## src/inc/sac_map.svh

```systemverilog
`ifndef SAC_MAP_SVH
`define SAC_MAP_SVH

// ----------------------------------------------------------------------
// Clock and timing figures
// ----------------------------------------------------------------------
// System clock period in ns (20 MHz)
`define SAC_CLK_PERIOD_NS 50
// Least host clock pulse that wakes the device, ns
`define SAC_WAKE_PULSE_NS 50
// Wake pulse in clk cycles, rounded up, at least one
`define SAC_WAKE_CYC \
  (((`SAC_WAKE_PULSE_NS + `SAC_CLK_PERIOD_NS - 1) / `SAC_CLK_PERIOD_NS) > 0 ? \
   ((`SAC_WAKE_PULSE_NS + `SAC_CLK_PERIOD_NS - 1) / `SAC_CLK_PERIOD_NS) : 1)
// Wake-up time from light power-down, ns
`define SAC_LIGHT_WAKE_NS 350
// Light wake-up in clk cycles, rounded up
`define SAC_LIGHT_WAKE_CYC \
  ((`SAC_LIGHT_WAKE_NS + `SAC_CLK_PERIOD_NS - 1) / `SAC_CLK_PERIOD_NS)
// Typical acquire time, ns
`define SAC_ACQ_NS 200
// Acquire time in clk cycles, rounded up
`define SAC_ACQ_CYC ((`SAC_ACQ_NS + `SAC_CLK_PERIOD_NS - 1) / `SAC_CLK_PERIOD_NS)

// ----------------------------------------------------------------------
// Counts and widths
// ----------------------------------------------------------------------
// Result width in bits
`define SAC_RESULT_BITS 12
// Trigger pulses for light power-down
`define SAC_LIGHT_PULSES 3'h2
// Trigger pulses for deep power-down
`define SAC_DEEP_PULSES 3'h4
// Bit positions in the synchronised pin vector
`define SAC_PIN_SCLK 0
`define SAC_PIN_TRIG 1
`define SAC_PIN_CMP 2
`define SAC_PIN_NEG 3
`define SAC_PIN_REF 4
`define SAC_PIN_COUNT 5

`endif

```

## src/inc/sac_pkg.sv

```systemverilog
package sac_pkg;

  // ----------------------------------------------------------------------
  // Control states, one-hot
  // ----------------------------------------------------------------------
  typedef enum logic [5:0] {
    SAC_ST_ACQUIRE  = 6'h01, // Tracking input, ready for a start
    SAC_ST_CONVERT  = 6'h02, // Bit search in progress
    SAC_ST_SHIFT    = 6'h04, // Result shifting out
    SAC_ST_LIGHT_PD = 6'h08, // Light power-down, reference kept
    SAC_ST_DEEP_PD  = 6'h10, // Deep power-down, all off
    SAC_ST_WARMUP   = 6'h20  // Waking, start not yet accepted
  } sac_state_e;

  // Result code word
  typedef logic [11:0] sac_code_t;

endpackage

```

## src/inc/sac_search_if.sv

```systemverilog
`timescale 1ns/100ps
// Link between the sequencer and the bit search engine
interface sac_search_if #(
  parameter int BITS = 12
);
  logic start;             // Clear and begin a new search
  logic step;              // Take one comparator decision
  logic cmp;               // Comparator: input at or above trial
  logic [BITS-1:0] trial;  // Code presented to the DAC
  logic done;              // All bits decided

  modport seq (output start, output step, output cmp, input trial, input done);
  modport engine (input start, input step, input cmp, output trial, output done);
endinterface

```

## src/hdl/sac_pin_sync.sv

```systemverilog
`timescale 1ns/100ps
// ----------------------------------------------------------------------
// Two-flop synchroniser with rising edge detect
// ----------------------------------------------------------------------
module sac_pin_sync #(
  parameter int WIDTH = 1
) (
  // Clock and reset
  input wire logic clk_i,
  input wire logic resetn_i,
  // Asynchronous pins
  input wire logic [WIDTH-1:0] pin_i,
  // Synchronised level and edge
  output logic [WIDTH-1:0] level_o,
  output logic [WIDTH-1:0] rise_o
);

  logic [WIDTH-1:0] meta_r; // First stage, read only by second
  logic [WIDTH-1:0] sync_r; // Second stage, safe to use
  logic [WIDTH-1:0] prev_r; // Delayed copy for edge detect

  // Synchroniser chain; edges come from stages two and three only
  always_ff @(posedge clk_i) begin
    if (!resetn_i) begin
      meta_r <= '0;
      sync_r <= '0;
      prev_r <= '0;
    end else begin
      meta_r <= pin_i;
      sync_r <= meta_r;
      prev_r <= sync_r;
    end
  end

  assign level_o = sync_r;
  assign rise_o = sync_r & ~prev_r;

endmodule

```

## src/hdl/sac_bit_search.sv

```systemverilog
`timescale 1ns/100ps
`include "sac_map.svh"
// ----------------------------------------------------------------------
// Bit search engine: one decision per step, MSB first
// ----------------------------------------------------------------------
module sac_bit_search #(
  parameter int BITS = `SAC_RESULT_BITS
) (
  // Clock and reset
  input wire logic clk_i,
  input wire logic resetn_i,
  // Sequencer side
  sac_search_if.engine sif
);

  logic [BITS-1:0] code_r; // Bit search register contents
  logic [BITS-1:0] mark_r; // One-hot pointer to bit under test
  logic done_r;            // All bits decided

  // Keep or drop the tested bit and place the next trial bit
  function automatic logic [BITS-1:0] decide(input logic [BITS-1:0] code,
                                             input logic [BITS-1:0] mark,
                                             input logic keep);
    logic [BITS-1:0] res;
    res = keep ? code : (code & ~mark);
    res = res | (mark >> 1);
    return res;
  endfunction

  // Search register update
  always_ff @(posedge clk_i) begin
    if (!resetn_i) begin
      code_r <= '0;
      mark_r <= '0;
      done_r <= 1'b0;
    end else if (sif.start) begin
      // Cleared, then only the MSB on trial
      code_r <= {1'b1, {(BITS-1){1'b0}}};
      mark_r <= {1'b1, {(BITS-1){1'b0}}};
      done_r <= 1'b0;
    end else if (sif.step && !done_r && (mark_r != '0)) begin
      // One decision per step, pointer walks toward LSB
      code_r <= decide(code_r, mark_r, sif.cmp);
      mark_r <= mark_r >> 1;
      done_r <= mark_r[0];
    end
  end

  assign sif.trial = code_r;
  assign sif.done = done_r;

endmodule

```

## src/hdl/sac_adc_ctrl.sv

```systemverilog
// ----------------------------------------------------------------------
// ----------------------------------------------------------------------
`timescale 1ns/100ps
`include "sac_map.svh"
module sac_adc_ctrl #(
  parameter int BITS = `SAC_RESULT_BITS
) (
  // Clock and reset
  input wire logic clk_i,
  input wire logic resetn_i,
  // Host serial pins
  input wire logic sclk_i,
  input wire logic trig_i,
  output logic dout_o,
  output logic dout_oe_n_o,
  // Analog front end status
  input wire logic cmp_i,
  input wire logic neg_supply_low_i,
  input wire logic ref_settled_i,
  // Analog front end control
  output logic [BITS-1:0] dac_code_o,
  output logic track_o,
  output logic acq_done_o,
  output logic bipolar_o,
  // Power state
  output logic light_pd_o,
  output logic deep_pd_o,
  output logic ready_o
);

  // ----------------------------------------------------------------------
  // Declarations
  // ----------------------------------------------------------------------
  localparam int WAKE_CYC = `SAC_WAKE_CYC;
  localparam int WARM_CYC = `SAC_LIGHT_WAKE_CYC;
  localparam int ACQ_CYC = `SAC_ACQ_CYC;

  sac_pkg::sac_state_e state_r;   // Control state
  sac_pkg::sac_state_e state_nxt; // Next control state

  logic [`SAC_PIN_COUNT-1:0] pin_lvl; // Synchronised pin levels
  logic [`SAC_PIN_COUNT-1:0] pin_rise; // Synchronised rising edges
  logic sclk_lvl;   // Host clock level
  logic sclk_rise;  // Host clock rising edge
  logic trig_rise;  // Trigger rising edge
  logic [2:0] pulse_cnt_r;  // Trigger pulses seen with clock low
  logic [2:0] pulse_cnt_nxt; // Next pulse count
  logic stepped_r;  // At least one decision made this conversion
  logic [3:0] wake_cnt_r;   // Host clock high time in power-down
  logic [3:0] warm_cnt_r;   // Wake-up delay counter
  logic [3:0] acq_cnt_r;    // Acquire time counter
  logic [BITS:0] shift_r;   // Flag plus result, MSB first
  logic [4:0] shift_cnt_r;  // Bits already shifted past by host clock edges
  logic bipolar_r;  // Bipolar mode, from supply detector
  logic wake_hit;   // Wake pulse long enough
  logic count_ok;   // Trigger pulse may be counted

  sac_search_if #(.BITS(BITS)) sif ();

  // ----------------------------------------------------------------------
  // Pin synchronisers and search engine
  // ----------------------------------------------------------------------
  sac_pin_sync #(
    .WIDTH(`SAC_PIN_COUNT)
  ) u_sync (
    .clk_i(clk_i),
    .resetn_i(resetn_i),
    .pin_i({ref_settled_i, neg_supply_low_i, cmp_i, trig_i, sclk_i}),
    .level_o(pin_lvl),
    .rise_o(pin_rise)
  );

  sac_bit_search #(
    .BITS(BITS)
  ) u_search (
    .clk_i(clk_i),
    .resetn_i(resetn_i),
    .sif(sif)
  );

  assign sclk_lvl = pin_lvl[`SAC_PIN_SCLK];
  assign sclk_rise = pin_rise[`SAC_PIN_SCLK];
  assign trig_rise = pin_rise[`SAC_PIN_TRIG];

  // Start only from acquire; later edges fall through
  assign sif.start = trig_rise && (state_r == sac_pkg::SAC_ST_ACQUIRE);
  // Each decision timed by a host clock edge
  assign sif.step = sclk_rise && (state_r == sac_pkg::SAC_ST_CONVERT);
  assign sif.cmp = pin_lvl[`SAC_PIN_CMP];

  // Encode raw search result for the current polarity mode
  function automatic logic [BITS-1:0] encode(input logic [BITS-1:0] raw,
                                             input logic bip);
    logic [BITS-1:0] res;
    res = raw;
    // Offset binary to two's complement is an MSB flip
    if (bip) begin
      res[BITS-1] = ~raw[BITS-1];
    end
    return res;
  endfunction

  // ----------------------------------------------------------------------
  // Power-down pulse counting
  // ----------------------------------------------------------------------
  // Counting is allowed before any decision; a started but unclocked
  // conversion is abandoned if the host turns it into a power-down request
  assign count_ok = !sclk_lvl && (((state_r == sac_pkg::SAC_ST_CONVERT) && !stepped_r) ||
                                  (state_r == sac_pkg::SAC_ST_ACQUIRE) ||
                                  (state_r == sac_pkg::SAC_ST_LIGHT_PD));

  // Next count, cleared by any rising host clock edge
  always_comb begin
    pulse_cnt_nxt = pulse_cnt_r;
    if (sclk_rise) begin
      pulse_cnt_nxt = 3'h0;
    end else if (trig_rise && count_ok && (pulse_cnt_r != `SAC_DEEP_PULSES)) begin
      pulse_cnt_nxt = pulse_cnt_r + 3'h1;
    end
  end

  // Pulse counter register
  always_ff @(posedge clk_i) begin
    if (!resetn_i) begin
      pulse_cnt_r <= 3'h0;
    end else begin
      pulse_cnt_r <= pulse_cnt_nxt;
    end
  end

  // Marks that the conversion has taken its first decision
  always_ff @(posedge clk_i) begin
    if (!resetn_i) begin
      stepped_r <= 1'b0;
    end else if (sif.start) begin
      stepped_r <= 1'b0;
    end else if (sif.step) begin
      stepped_r <= 1'b1;
    end
  end

  // ----------------------------------------------------------------------
  // Wake detection and warm-up
  // ----------------------------------------------------------------------
  // High time of the host clock measured in power-down only
  always_ff @(posedge clk_i) begin
    if (!resetn_i) begin
      wake_cnt_r <= 4'h0;
    end else if (sclk_lvl && (state_r == sac_pkg::SAC_ST_LIGHT_PD ||
                              state_r == sac_pkg::SAC_ST_DEEP_PD)) begin
      if (wake_cnt_r != 4'hf) begin
        wake_cnt_r <= wake_cnt_r + 4'h1;
      end
    end else begin
      wake_cnt_r <= 4'h0;
    end
  end

  // Wake once the pulse has lasted its least width
  assign wake_hit = sclk_lvl && (wake_cnt_r >= 4'(WAKE_CYC - 1));

  // Warm-up delay after a wake; host is expected to allow this too
  always_ff @(posedge clk_i) begin
    if (!resetn_i) begin
      warm_cnt_r <= 4'h0;
    end else if (state_r != sac_pkg::SAC_ST_WARMUP) begin
      warm_cnt_r <= 4'h0;
    end else if (warm_cnt_r != 4'hf) begin
      warm_cnt_r <= warm_cnt_r + 4'h1;
    end
  end

  // ----------------------------------------------------------------------
  // Control state machine
  // ----------------------------------------------------------------------
  always_comb begin
    state_nxt = state_r;
    case (state_r)
      sac_pkg::SAC_ST_ACQUIRE: begin
        // Start edge moves to hold and convert
        if (pulse_cnt_nxt == `SAC_LIGHT_PULSES) begin
          state_nxt = sac_pkg::SAC_ST_LIGHT_PD;
        end else if (sif.start) begin
          state_nxt = sac_pkg::SAC_ST_CONVERT;
        end
      end
      sac_pkg::SAC_ST_CONVERT: begin
        // Not restartable; only a power-down request may abandon it
        if (pulse_cnt_nxt == `SAC_LIGHT_PULSES) begin
          state_nxt = sac_pkg::SAC_ST_LIGHT_PD;
        end else if (sif.done) begin
          state_nxt = sac_pkg::SAC_ST_SHIFT;
        end
      end
      sac_pkg::SAC_ST_SHIFT: begin
        // Last bit has stood one host clock period
        if (sclk_rise && (shift_cnt_r == 5'(BITS))) begin
          state_nxt = sac_pkg::SAC_ST_ACQUIRE;
        end
      end
      sac_pkg::SAC_ST_LIGHT_PD: begin
        // Two more pulses deepen it, a clock pulse wakes
        if (pulse_cnt_nxt == `SAC_DEEP_PULSES) begin
          state_nxt = sac_pkg::SAC_ST_DEEP_PD;
        end else if (wake_hit) begin
          state_nxt = sac_pkg::SAC_ST_WARMUP;
        end
      end
      sac_pkg::SAC_ST_DEEP_PD: begin
        // Reference restarts on wake; the flag tracks its settling
        if (wake_hit) begin
          state_nxt = sac_pkg::SAC_ST_WARMUP;
        end
      end
      sac_pkg::SAC_ST_WARMUP: begin
        if (warm_cnt_r >= 4'(WARM_CYC - 1)) begin
          state_nxt = sac_pkg::SAC_ST_ACQUIRE;
        end
      end
      default: begin
        state_nxt = sac_pkg::SAC_ST_ACQUIRE;
      end
    endcase
  end

  // State register; reset lands in acquire, no command needed
  always_ff @(posedge clk_i) begin
    if (!resetn_i) begin
      state_r <= sac_pkg::SAC_ST_ACQUIRE;
    end else begin
      state_r <= state_nxt;
    end
  end

  // ----------------------------------------------------------------------
  // Polarity detection
  // ----------------------------------------------------------------------
  // Mode follows the supply detector, frozen during a conversion so a
  // result is never encoded half in one mode
  always_ff @(posedge clk_i) begin
    if (!resetn_i) begin
      bipolar_r <= 1'b0;
    end else if (state_r == sac_pkg::SAC_ST_ACQUIRE && !sif.start) begin
      bipolar_r <= pin_lvl[`SAC_PIN_NEG];
    end
  end

  // ----------------------------------------------------------------------
  // Serial output
  // ----------------------------------------------------------------------
  // Loads flag and code, then moves one bit per host clock edge
  always_ff @(posedge clk_i) begin
    if (!resetn_i) begin
      shift_r <= '0;
      shift_cnt_r <= 5'h0;
      dout_o <= 1'b0;
      dout_oe_n_o <= 1'b1;
    end else if (state_r == sac_pkg::SAC_ST_CONVERT && state_nxt == sac_pkg::SAC_ST_SHIFT) begin
      // Flag first, then the encoded code
      shift_r <= {pin_lvl[`SAC_PIN_REF], encode(sif.trial, bipolar_r)};
      dout_o <= pin_lvl[`SAC_PIN_REF];
      dout_oe_n_o <= 1'b0;
      shift_cnt_r <= 5'h0;
    end else if (state_r == sac_pkg::SAC_ST_SHIFT && sclk_rise) begin
      if (shift_cnt_r == 5'(BITS)) begin
        // Release the pin after the last bit
        dout_oe_n_o <= 1'b1;
        dout_o <= 1'b0;
      end else begin
        // Next bit on each host clock edge
        shift_r <= {shift_r[BITS-1:0], 1'b0};
        dout_o <= shift_r[BITS-1];
        shift_cnt_r <= shift_cnt_r + 5'h1;
      end
    end else if (state_r != sac_pkg::SAC_ST_SHIFT) begin
      // Not shifting: pin stays released
      dout_oe_n_o <= 1'b1;
      dout_o <= 1'b0;
    end
  end

  // ----------------------------------------------------------------------
  // Acquire timing and registered status
  // ----------------------------------------------------------------------
  // Counts the time spent tracking since the last conversion
  always_ff @(posedge clk_i) begin
    if (!resetn_i) begin
      acq_cnt_r <= 4'h0;
      acq_done_o <= 1'b0;
    end else if (state_nxt != sac_pkg::SAC_ST_ACQUIRE) begin
      acq_cnt_r <= 4'h0;
      acq_done_o <= 1'b0;
    end else if (acq_cnt_r != 4'(ACQ_CYC)) begin
      acq_cnt_r <= acq_cnt_r + 4'h1;
      acq_done_o <= (acq_cnt_r == 4'(ACQ_CYC - 1));
    end
  end

  // Track, ready and power outputs registered from next state so they align with the state
  always_ff @(posedge clk_i) begin
    if (!resetn_i) begin
      track_o <= 1'b1;
      light_pd_o <= 1'b0;
      deep_pd_o <= 1'b0;
      ready_o <= 1'b1;
      bipolar_o <= 1'b0;
      dac_code_o <= '0;
    end else begin
      // Track in acquire, hold otherwise
      track_o <= (state_nxt == sac_pkg::SAC_ST_ACQUIRE);
      light_pd_o <= (state_nxt == sac_pkg::SAC_ST_LIGHT_PD);
      deep_pd_o <= (state_nxt == sac_pkg::SAC_ST_DEEP_PD);
      ready_o <= (state_nxt == sac_pkg::SAC_ST_ACQUIRE);
      bipolar_o <= bipolar_r;
      dac_code_o <= sif.trial;
    end
  end

endmodule

```

## config.mk

```make
export PLATFORM = sky130hd
export DESIGN_NAME = sac_adc_ctrl
export DESIGN_NICKNAME = d
export VERILOG_FILES = /design/src/inc/sac_pkg.sv /design/src/inc/sac_search_if.sv /design/src/hdl/sac_pin_sync.sv /design/src/hdl/sac_bit_search.sv /design/src/hdl/sac_adc_ctrl.sv
export VERILOG_INCLUDE_DIRS = /design/src /design/src/inc
export SDC_FILE = /design/constraint.sdc
export NUM_CORES = 1
export LEC_CHECK = 0
export ABC_AREA = 0
export BUFFER_PORTS_ARGS = -buffer_cell sky130_fd_sc_hd__buf_4
export CORE_MARGIN = 1.5
export CORE_UTILIZATION = 60
export CTS_BUF_LIST = sky130_fd_sc_hd__clkbuf_4 sky130_fd_sc_hd__clkbuf_8
export CTS_CLUSTER_DIAMETER = 100
export DETAILED_ROUTE_END_ITERATION = 10
export PLACE_DENSITY_LB_ADDON = 0.12
export SYNTH_ARGS = -nofsm -noshare
export SYNTH_HDL_FRONTEND = slang
export SYNTH_HIERARCHICAL = 1
export SYNTH_SLANG_ARGS = --single-unit
```

## constraint.sdc

```tcl
create_clock -name clk_i -period 4.41 [get_ports clk_i]
set_clock_uncertainty 0.15 [all_clocks]
set_input_delay 0.2205 -clock clk_i [delete_from_list [all_inputs] [get_ports clk_i]]
set_output_delay 0.2205 -clock clk_i [all_outputs]
set_load 0.005 [all_outputs]
```

==> results of run 1 <==
## path summary, 6_finish.rpt
check,to,from,cells after the start,slack [ps]
setup / recovery,u_search/mark_r[0]$_SDFFE_PP0P_,state_r[2]$_SDFF_PN0_,7,1550
hold / removal,dout_oe_n_o$_SDFFE_PN1P_,resetn_i,2,90
setup reg to reg,u_search/mark_r[0]$_SDFFE_PP0P_,state_r[2]$_SDFF_PN0_,7,1550
hold reg to reg,u_sync/level_o[2]$_SDFF_PN0_,u_sync/meta_r[2]$_SDFF_PN0_,1,290
## worst max-delay path: stages, from the launching register on
cell and delay (ps):
sky130_fd_sc_hd__dfxtp_1 420, sky130_fd_sc_hd__nor4_1 480, sky130_fd_sc_hd__nand3b_1 190, sky130_fd_sc_hd__or2_2 320, sky130_fd_sc_hd__inv_1 120, sky130_fd_sc_hd__nand2b_1 630, sky130_fd_sc_hd__nor2_1 180, sky130_fd_sc_hd__a22o_1 270
## where the power goes
| part | leakage (uW) | internal [uW] | total, uW | switching (uW) |
|---|---|---|---|---|
| sequential | 0.000745 | 843 | 854 | 11.0 |
| combinational | 0.000724 | 38.0 | 86.0 | 48.0 |
| clock | 0.000137 | 450 | 742 | 292 |
## registers in the layout (all words and copies together) (netlist names), 3 cells and up
register / cells
dac_code_o: 12
shift_r: 12
u_search/mark_r: 12
u_search/sif.trial: 12
state_r: 6
shift_cnt_r: 5
u_sync/level_o: 5
u_sync/meta_r: 5
acq_cnt_r: 4
warm_cnt_r: 4
pulse_cnt_r: 3
## stage by stage
stage	power, uW	hold slack (ps)	util	area [um2]
floorplan	936	188	-	3900
CTS	1690	85.1	0.695	4390
finish	1680	91.6	0.695	4390
global route	1750	96.9	0.695	4390
detailed placement	956	276	0.644	4070
global placement	953	270	0.644	4070
## layer usage
metal / track usage / share of wire / vias up
met4: 0.0835 / 0.014 / 0
met2: 0.358 / 0.47 / 51
met5: 0 / 0 / -
li1: - / - / 1509
met1: 0.329 / 0.49 / 1419
met3: 0.0504 / 0.035 / 8
## repair_timing
action | CTS | global route
endpoints found under the hold margin | 5 | 0
buffers inserted | 0 | 0
hold buffers | 5 | 0
## layout make-up
type                    count  share of cell area
clock buffers              10              0.0314
multi-input cells         285               0.416
clock inverters             6              0.0305
well taps                  77              0.0219
repair buffers             33              0.0593
inverters                  25              0.0214
flip-flops and latches     92               0.420
## cells in the final DEF, fill, tap and decap left out, types with 3 or more instances in the layout
master	count
sky130_fd_sc_hd__nor3b_1	3
sky130_fd_sc_hd__a31oi_1	13
sky130_fd_sc_hd__a22o_1	3
sky130_fd_sc_hd__xor2_1	5
sky130_fd_sc_hd__inv_1	25
sky130_fd_sc_hd__o21ai_2	10
sky130_fd_sc_hd__nor2_1	27
sky130_fd_sc_hd__bufinv_16	4
sky130_fd_sc_hd__xnor2_1	8
sky130_fd_sc_hd__nor4_1	5
sky130_fd_sc_hd__dlygate4sd3_1	5
sky130_fd_sc_hd__nor2b_1	6
sky130_fd_sc_hd__nand2b_1	5
sky130_fd_sc_hd__dfxtp_1	92
sky130_fd_sc_hd__a211oi_1	8
sky130_fd_sc_hd__nand3_1	23
sky130_fd_sc_hd__nor3_1	5
sky130_fd_sc_hd__buf_4	28
sky130_fd_sc_hd__nand2_1	48
sky130_fd_sc_hd__o21a_1	4
sky130_fd_sc_hd__nand3b_1	4
sky130_fd_sc_hd__and2_1	18
sky130_fd_sc_hd__a21oi_1	26
sky130_fd_sc_hd__clkbuf_8	10
sky130_fd_sc_hd__o21ai_0	8
sky130_fd_sc_hd__and2_2	8
sky130_fd_sc_hd__ha_1	8
==> results.md, run 1 <==
Status:
- The run finished with clean final reports.

Timing:
- In this run the tightest slew margin relative to its limit is 0.465.
- The transition time at the pin with the least slew margin is 800 ps.
- The final worst-path cycle share is 0.649.
- The count of final max-slew check failures is 0.
- Setup repair after global routing left no endpoint under its margin.
- Setup violations remaining at the end of the flow were counted as 0.
- Timing would allow up to 0.349 GHz.
- The final number of hold-violating endpoints was 0.
- For the finished layout, the period the worst path requires is 2860 ps.
- The post-route worst setup slack is 1550 ps.
- The final sum of negative setup slack is 0 ps.

Worst setup path:
- The type of the setup path with the least slack is reg2reg.
- For the worst setup path, the data required time is 4510 ps.
- In this run the worst path has a maximum fanout of 22.
- The worst setup path is launched from a register.
- The category of the worst setup path capture point is a register.
- For the worst setup path, the data arrival time is 2970 ps.

Route:
- The final route contains 2987 vias.
- Before antenna repair, the detailed router went through 4 iterations.
- After detailed routing, the number of vias per cell comes to 5.66.
- The wire length per cell after detailed routing is 14.5 um.
- For this run, design rule violations remaining after detail routing come to 0.
- Once detail routing completed, the nets flagged for antenna violations numbered 0.
- The final routed wirelength across all metal layers is 7680 um.
- The detailed router finished its first iteration with 189 violations.

Finish:
- The sequential standard cell area is 0.00184 mm2.
- Of the cells placed in the final design, the portion with a size suffix greater than 1 is 0.160.
- Relative to the synthesized area, the layout overhead comes to 12.7%.
- The area taken by multi-input logic gates is 0.00183 mm2.
- The diode insertion count for antenna repair is 0.
- The net count reported at finish is 461.
- The count of cells in the finished layout, fillers not included, comes to 528.
- The number of fillers in the final layout is 501.

Die:
- The standard-cell row count is 29.
- The I/O pin count is 27.
- In this run the horizontal extent of the chip is 83.6 um.
- The total area inside the core boundary comes to 0.00631 mm2.
- The initial utilization of the core area, before any placement, comes to 0.617.
- The floorplan step defined a die boundary enclosing 0.00699 mm2.
- The die height is 83.6 um.

Place:
- The half-perimeter wire length after detailed placement is 5210 um.
- The number of placed instances with taps included is 507.
- The total of buffers placed on input and output ports is 26.
- At the placement stage, the worst setup path has a slack of 1600 ps.
- Routability-driven placement finished with a final weighted congestion of 0.888.

Clock network:
- TritonCTS built the clock tree.
- The clock reaches the later pin of the worst-skew pair after 350 ps.
- The root cell of the clock tree is sky130_fd_sc_hd__clkbuf_8.
- The H-tree generated during clock tree synthesis spans 3 levels.
- The clock buffer count from CTS is 9.
- In this run the deepest clock path goes through 2 buffers.
- The total clock sinks is 92.
- After clock tree synthesis, the repair step resized 0 gates.
- After clock tree synthesis, the clock-pin slew on the worst setup and hold paths is 90 ps.

Hold path:
- The worst hold path class is in2reg.

Synthesis:
- The total of warnings raised by yosys is 6.
- The mapped netlist covers 0.00390 mm2.
- The net count after synthesis is 437.
- The number of instances in the synthesized netlist is 422.
- The per-instance average area after synthesis is 9.23 um2.

Global routing:
- The number of global-route vias before repair is 2815.
- The total overflow left after global routing is 0.
- The largest net degree at the start of global routing is 41.
- The overall routing resource usage is 0.235.
- The initial antenna violation count is 0.
- The first global-routing pass estimated 13300 um of wire.

Power:
- The static leakage is 0.00161 uW.
- For this design the ratio of total power to cell area is 383 mW/mm2.
- The peak supply drop is 234 uV.

Flow run:
- Across the run, the number of max-cap violations was 0.
No activity file was read; power rests on OpenSTA's default activity.
==> run 2, diff against run 1 <==
Settings changed: CORE_UTILIZATION 60 to 56.
Clock period 4.41 ns to 2.3 ns, I/O delays scaled along.
==> results.md, run 2 (synthesis gave the netlist of run 1 again) <==
Finish:
- The area of all placed cells without fillers is 0.00466 mm2 (was 0.00439 mm2).
- Commonest cells after routing, fill and taps aside: sky130_fd_sc_hd__dfxtp_1 (91), sky130_fd_sc_hd__buf_4 (54), sky130_fd_sc_hd__nand2_1 (48) (was sky130_fd_sc_hd__dfxtp_1 (92), sky130_fd_sc_hd__nand2_1 (48), sky130_fd_sc_hd__buf_4 (28)).
- The relative area change from synthesis to final layout came to 19.6% (was 12.7%).
- The sequential standard cell area is 0.00184 mm2 (about the same).
- The net count reported at finish is 492 (was 461).
- The diode insertion count for antenna repair was 0 (unchanged).
- The final core area utilization is 0.689 (was 0.695).
- The number of fillers in the final layout came to 522 (was 501).
- The share of post-route cells with drive strength above 1 is 0.232 (was 0.160).
- The area taken by multi-input logic gates is 0.00189 mm2 (was 0.00183 mm2).
- The leading cell type in the layout, fill and taps excluded is sky130_fd_sc_hd__dfxtp_1 (unchanged).

Worst setup path:
- The type of the setup path with the least slack was reg2reg (unchanged).
- The largest fanout of any net on the critical path is 7 (was 22).
- The signal arrival time at the worst endpoint is 2430 ps (was 2970 ps).
- The setup slack of the worst register-to-register path came to -70 ps (was 1550 ps).
- The data required time of the critical path is 2360 ps (was 4510 ps).
- The slowest stage cell on the critical path is sky130_fd_sc_hd__or4_4 (was sky130_fd_sc_hd__nand2b_1).
- The launch point of the worst path is state_r[5]$_SDFF_PN0_ (was state_r[2]$_SDFF_PN0_).
- The delay of the slowest cell on the worst path is 550 ps (was 630 ps).
- The launch instance of the worst register-to-register path is state_r[5]$_SDFF_PN0_ (was state_r[2]$_SDFF_PN0_).
- The endpoint of the most critical register-to-register path is acq_cnt_r[3]$_SDFFE_PP0P_ (was u_search/mark_r[0]$_SDFFE_PP0P_).
- The startpoint kind of the worst setup timing path was a register (unchanged).
- The family with the most delay on the worst path is simple AND/OR/NAND/NOR gates (unchanged).
- Sequence of cells on the critical path: or4_4, nor4b_4, o21a_4, mux2_4, o21bai_4, a211oi_1 (was nor4_1, nand3b_1, or2_2, inv_1, nand2b_1, nor2_1, a22o_1).
- The buffer and inverter count on the worst path came to 0 (was 1).
- The length in cells of the worst reg-to-reg path is 6 (was 7).
- The category of the worst setup path capture point is a register (unchanged).

Timing:
- The transition time at the pin with the least slew margin came to 600 ps (was 800 ps).
- The final worst-path cycle share came to 1.03 (was 0.649).
- The count of final max-slew check failures was 0 (unchanged).
- The minimum period implied by the final worst setup slack is 2370 ps (was 2860 ps).
- The maximum frequency from static timing analysis is 0.422 GHz (was 0.349 GHz).
- RSZ-0062 raised after global routing: yes (was no).
- The final number of hold-violating endpoints was 0 (unchanged).
- The worst hold margin is 295 ps (was 91.6 ps).
- The number of setup violations in the final report is 17 (was 0).
- The post-route worst setup slack is -70.5 ps (was 1550 ps).
- The normalized max-slew margin is 0.600 (was 0.465).

Power:
- The total power density per cell area came to 618 mW/mm2 (was 383 mW/mm2).
- The design internal power is 2160 uW (was 1330 uW).
- The switching power as a share of total power is 0.252 (was 0.209).
- The portion of total power attributed to combinational logic is 0.070 (was 0.051).
- The clock power share was 0.363 (was 0.441).
- The sequential fraction of design power came to 0.567 (was 0.508).
- The peak supply drop was 392 uV (was 234 uV).
- The switching power total was 724 uW (was 351 uW).
- The static leakage is 0.00174 uW (was 0.00161 uW).

Clock network:
- The clock buffer count from CTS is 9 (unchanged).
- The root cell of the clock tree is sky130_fd_sc_hd__clkbuf_8 (unchanged).
- The clock transition time at the flip-flop clock pins of the worst setup and hold paths came to 100 ps (was 90 ps).
- The total clock sinks is 92 (unchanged).
- The CTS tree is built (unchanged).
- The clock latency on the worst-skew pair was 350 ps (about the same).
- The maximum level of the CTS H-tree came to 3 (unchanged).
- The buffer levels on the longest clock path is 2 (unchanged).

Place:
- The total of buffers placed on input and output ports was 26 (unchanged).
- The half-perimeter wire length after detailed placement is 5610 um (was 5210 um).
- The final estimated routing congestion in global placement is 0.873 (was 0.888).
- The minimum setup slack after placement is -78.0 ps (was 1600 ps).
- The area of placed instances is 0.00435 mm2 (was 0.00407 mm2).

Die:
- The die height is 86.4 um (was 83.6 um).
- The horizontal extent of the die is 86.4 um (was 83.6 um).
- The full die area was 0.00747 mm2 (was 0.00699 mm2).
- The total core area is 0.00676 mm2 (was 0.00631 mm2).
- The I/O pin count is 27 (unchanged).
- The effective utilization at floorplan was 0.577 (was 0.617).
- The standard-cell row count came to 30 (was 29).

Route:
- The wire length on met3 is 302 um (was 269 um).
- The routed metal-1 wire length is 3880 um (was 3730 um).
- The top metal layer carrying routed signals is met4 (unchanged).
- The remaining design rule violation count is 0 (unchanged).
- The number of vias per cell came to 5.51 (was 5.66).
- The wire length per cell after detailed routing came to 14.2 um (was 14.5 um).
- The total number of vias was 3096 (was 2987).
- The count of routing violations after the opening detailed-route iteration is 155 (was 189).
- The length of routed met2 wiring came to 3670 um (was 3570 um).
- The number of nets with antenna violations after detailed routing is 0 (unchanged).
- The first-pass iteration count of the detailed router was 4 (unchanged).
- The final routed wirelength across all metal layers is 7960 um (was 7680 um).

Global routing:
- The number of global-route vias before repair was 3013 (was 2815).
- The global-route congestion overflow total is 0 (unchanged).
- The initial antenna violation count was 0 (unchanged).
- The overall routing resource usage is 0.236 (was 0.235).
- The wire length of the first global-routing pass is 13900 um (was 13300 um).
- The largest net degree at the start of global routing is 27 (was 41).

Hold path:
- The startpoint of the most critical hold path is u_sync/meta_r[1]$_SDFF_PN0_ (was resetn_i).
- The endpoint of the worst hold-timing path was u_sync/level_o[1]$_SDFF_PN0_ (was dout_oe_n_o$_SDFFE_PN1P_).
- The hold-critical path depth is 1 (was 2).
- The worst hold path class is reg2reg (was in2reg).

Flow run:
- The number of maximum-capacitance constraint violations is 0 (unchanged).

Status:
- Result of the run: finished, violations left (was finished, final reports clean).
- The final reports fail on setup timing.
==> run 2: changes by cell type in the layout (fill, tap and decap cells not counted), sizes merged <==
cell         change
buf             +30
bufinv           -4
inv              +3
clkinvlp         +2
clkinv           -1
dlygate4sd3      +1
==> run 2: what timing repair did <==
item	in CTS	in global routing
buffers inserted	0	1
setup endpoints to repair	24	51
resized for setup	2	8
hold buffers	6	0
cloned	0	0
pin swaps	4	7
endpoints found under the hold margin	17	0
==> run 2: through the flow <==
step	cells	setup TNS, ps	total power (uW)
global placement	539	-174	1850
global route	562	-3240	3000
detailed placement	539	-681	1860
floorplan	422	-1750	1800
CTS	561	-621	2900
finish	562	-492	2880
==> run 2: worst reg2reg max path, cell delays in order, from the launching register on <==
cell and delay, ps:
sky130_fd_sc_hd__dfxtp_1 320, sky130_fd_sc_hd__or4_4 550, sky130_fd_sc_hd__nor4b_4 350, sky130_fd_sc_hd__o21a_4 180, sky130_fd_sc_hd__mux2_4 330, sky130_fd_sc_hd__o21bai_4 230, sky130_fd_sc_hd__a211oi_1 110
==> run 2: power groups by stage <==
| stage | logic [uW] | registers [uW] | clock network (uW) |
|---|---|---|---|
| floorplan | 130 | 1670 | 0 |
| detailed placement | 188 | 1670 | 0 |
| CTS | 198 | 1630 | 1070 |
| global placement | 180 | 1670 | 0 |
| global route | 224 | 1640 | 1140 |
| finish | 201 | 1630 | 1040 |
==> run 2: how the worst max path moves through the flow <==
stage | slack, ps | end | cells after the start
floorplan | -130 | acq_cnt_r[0]$_SDFFE_PP0P_ | 7
global placement | -30 | acq_cnt_r[0]$_SDFFE_PP0P_ | 6
detailed placement | -80 | acq_cnt_r[1]$_SDFFE_PP0P_ | 6
CTS | -80 | acq_cnt_r[3]$_SDFFE_PP0P_ | 6
global route | -160 | acq_cnt_r[1]$_SDFFE_PP0P_ | 6
finish | -70 | acq_cnt_r[3]$_SDFFE_PP0P_ | 6
==> run 2: layout make-up <==
type                    instances  share of cell area
clock buffers                  10              0.0295
well taps                      80              0.0215
multi-input cells             285               0.406
repair buffers                 64               0.115
clock inverters                 6              0.0118
inverters                      25              0.0201
flip-flops and latches         92               0.396
==> run 2: per-layer routing <==
layer	up-vias	GRT usage
li1	1572	-
met5	-	0
met4	0	0.0718
met3	11	0.0486
met1	1450	0.335
met2	63	0.363
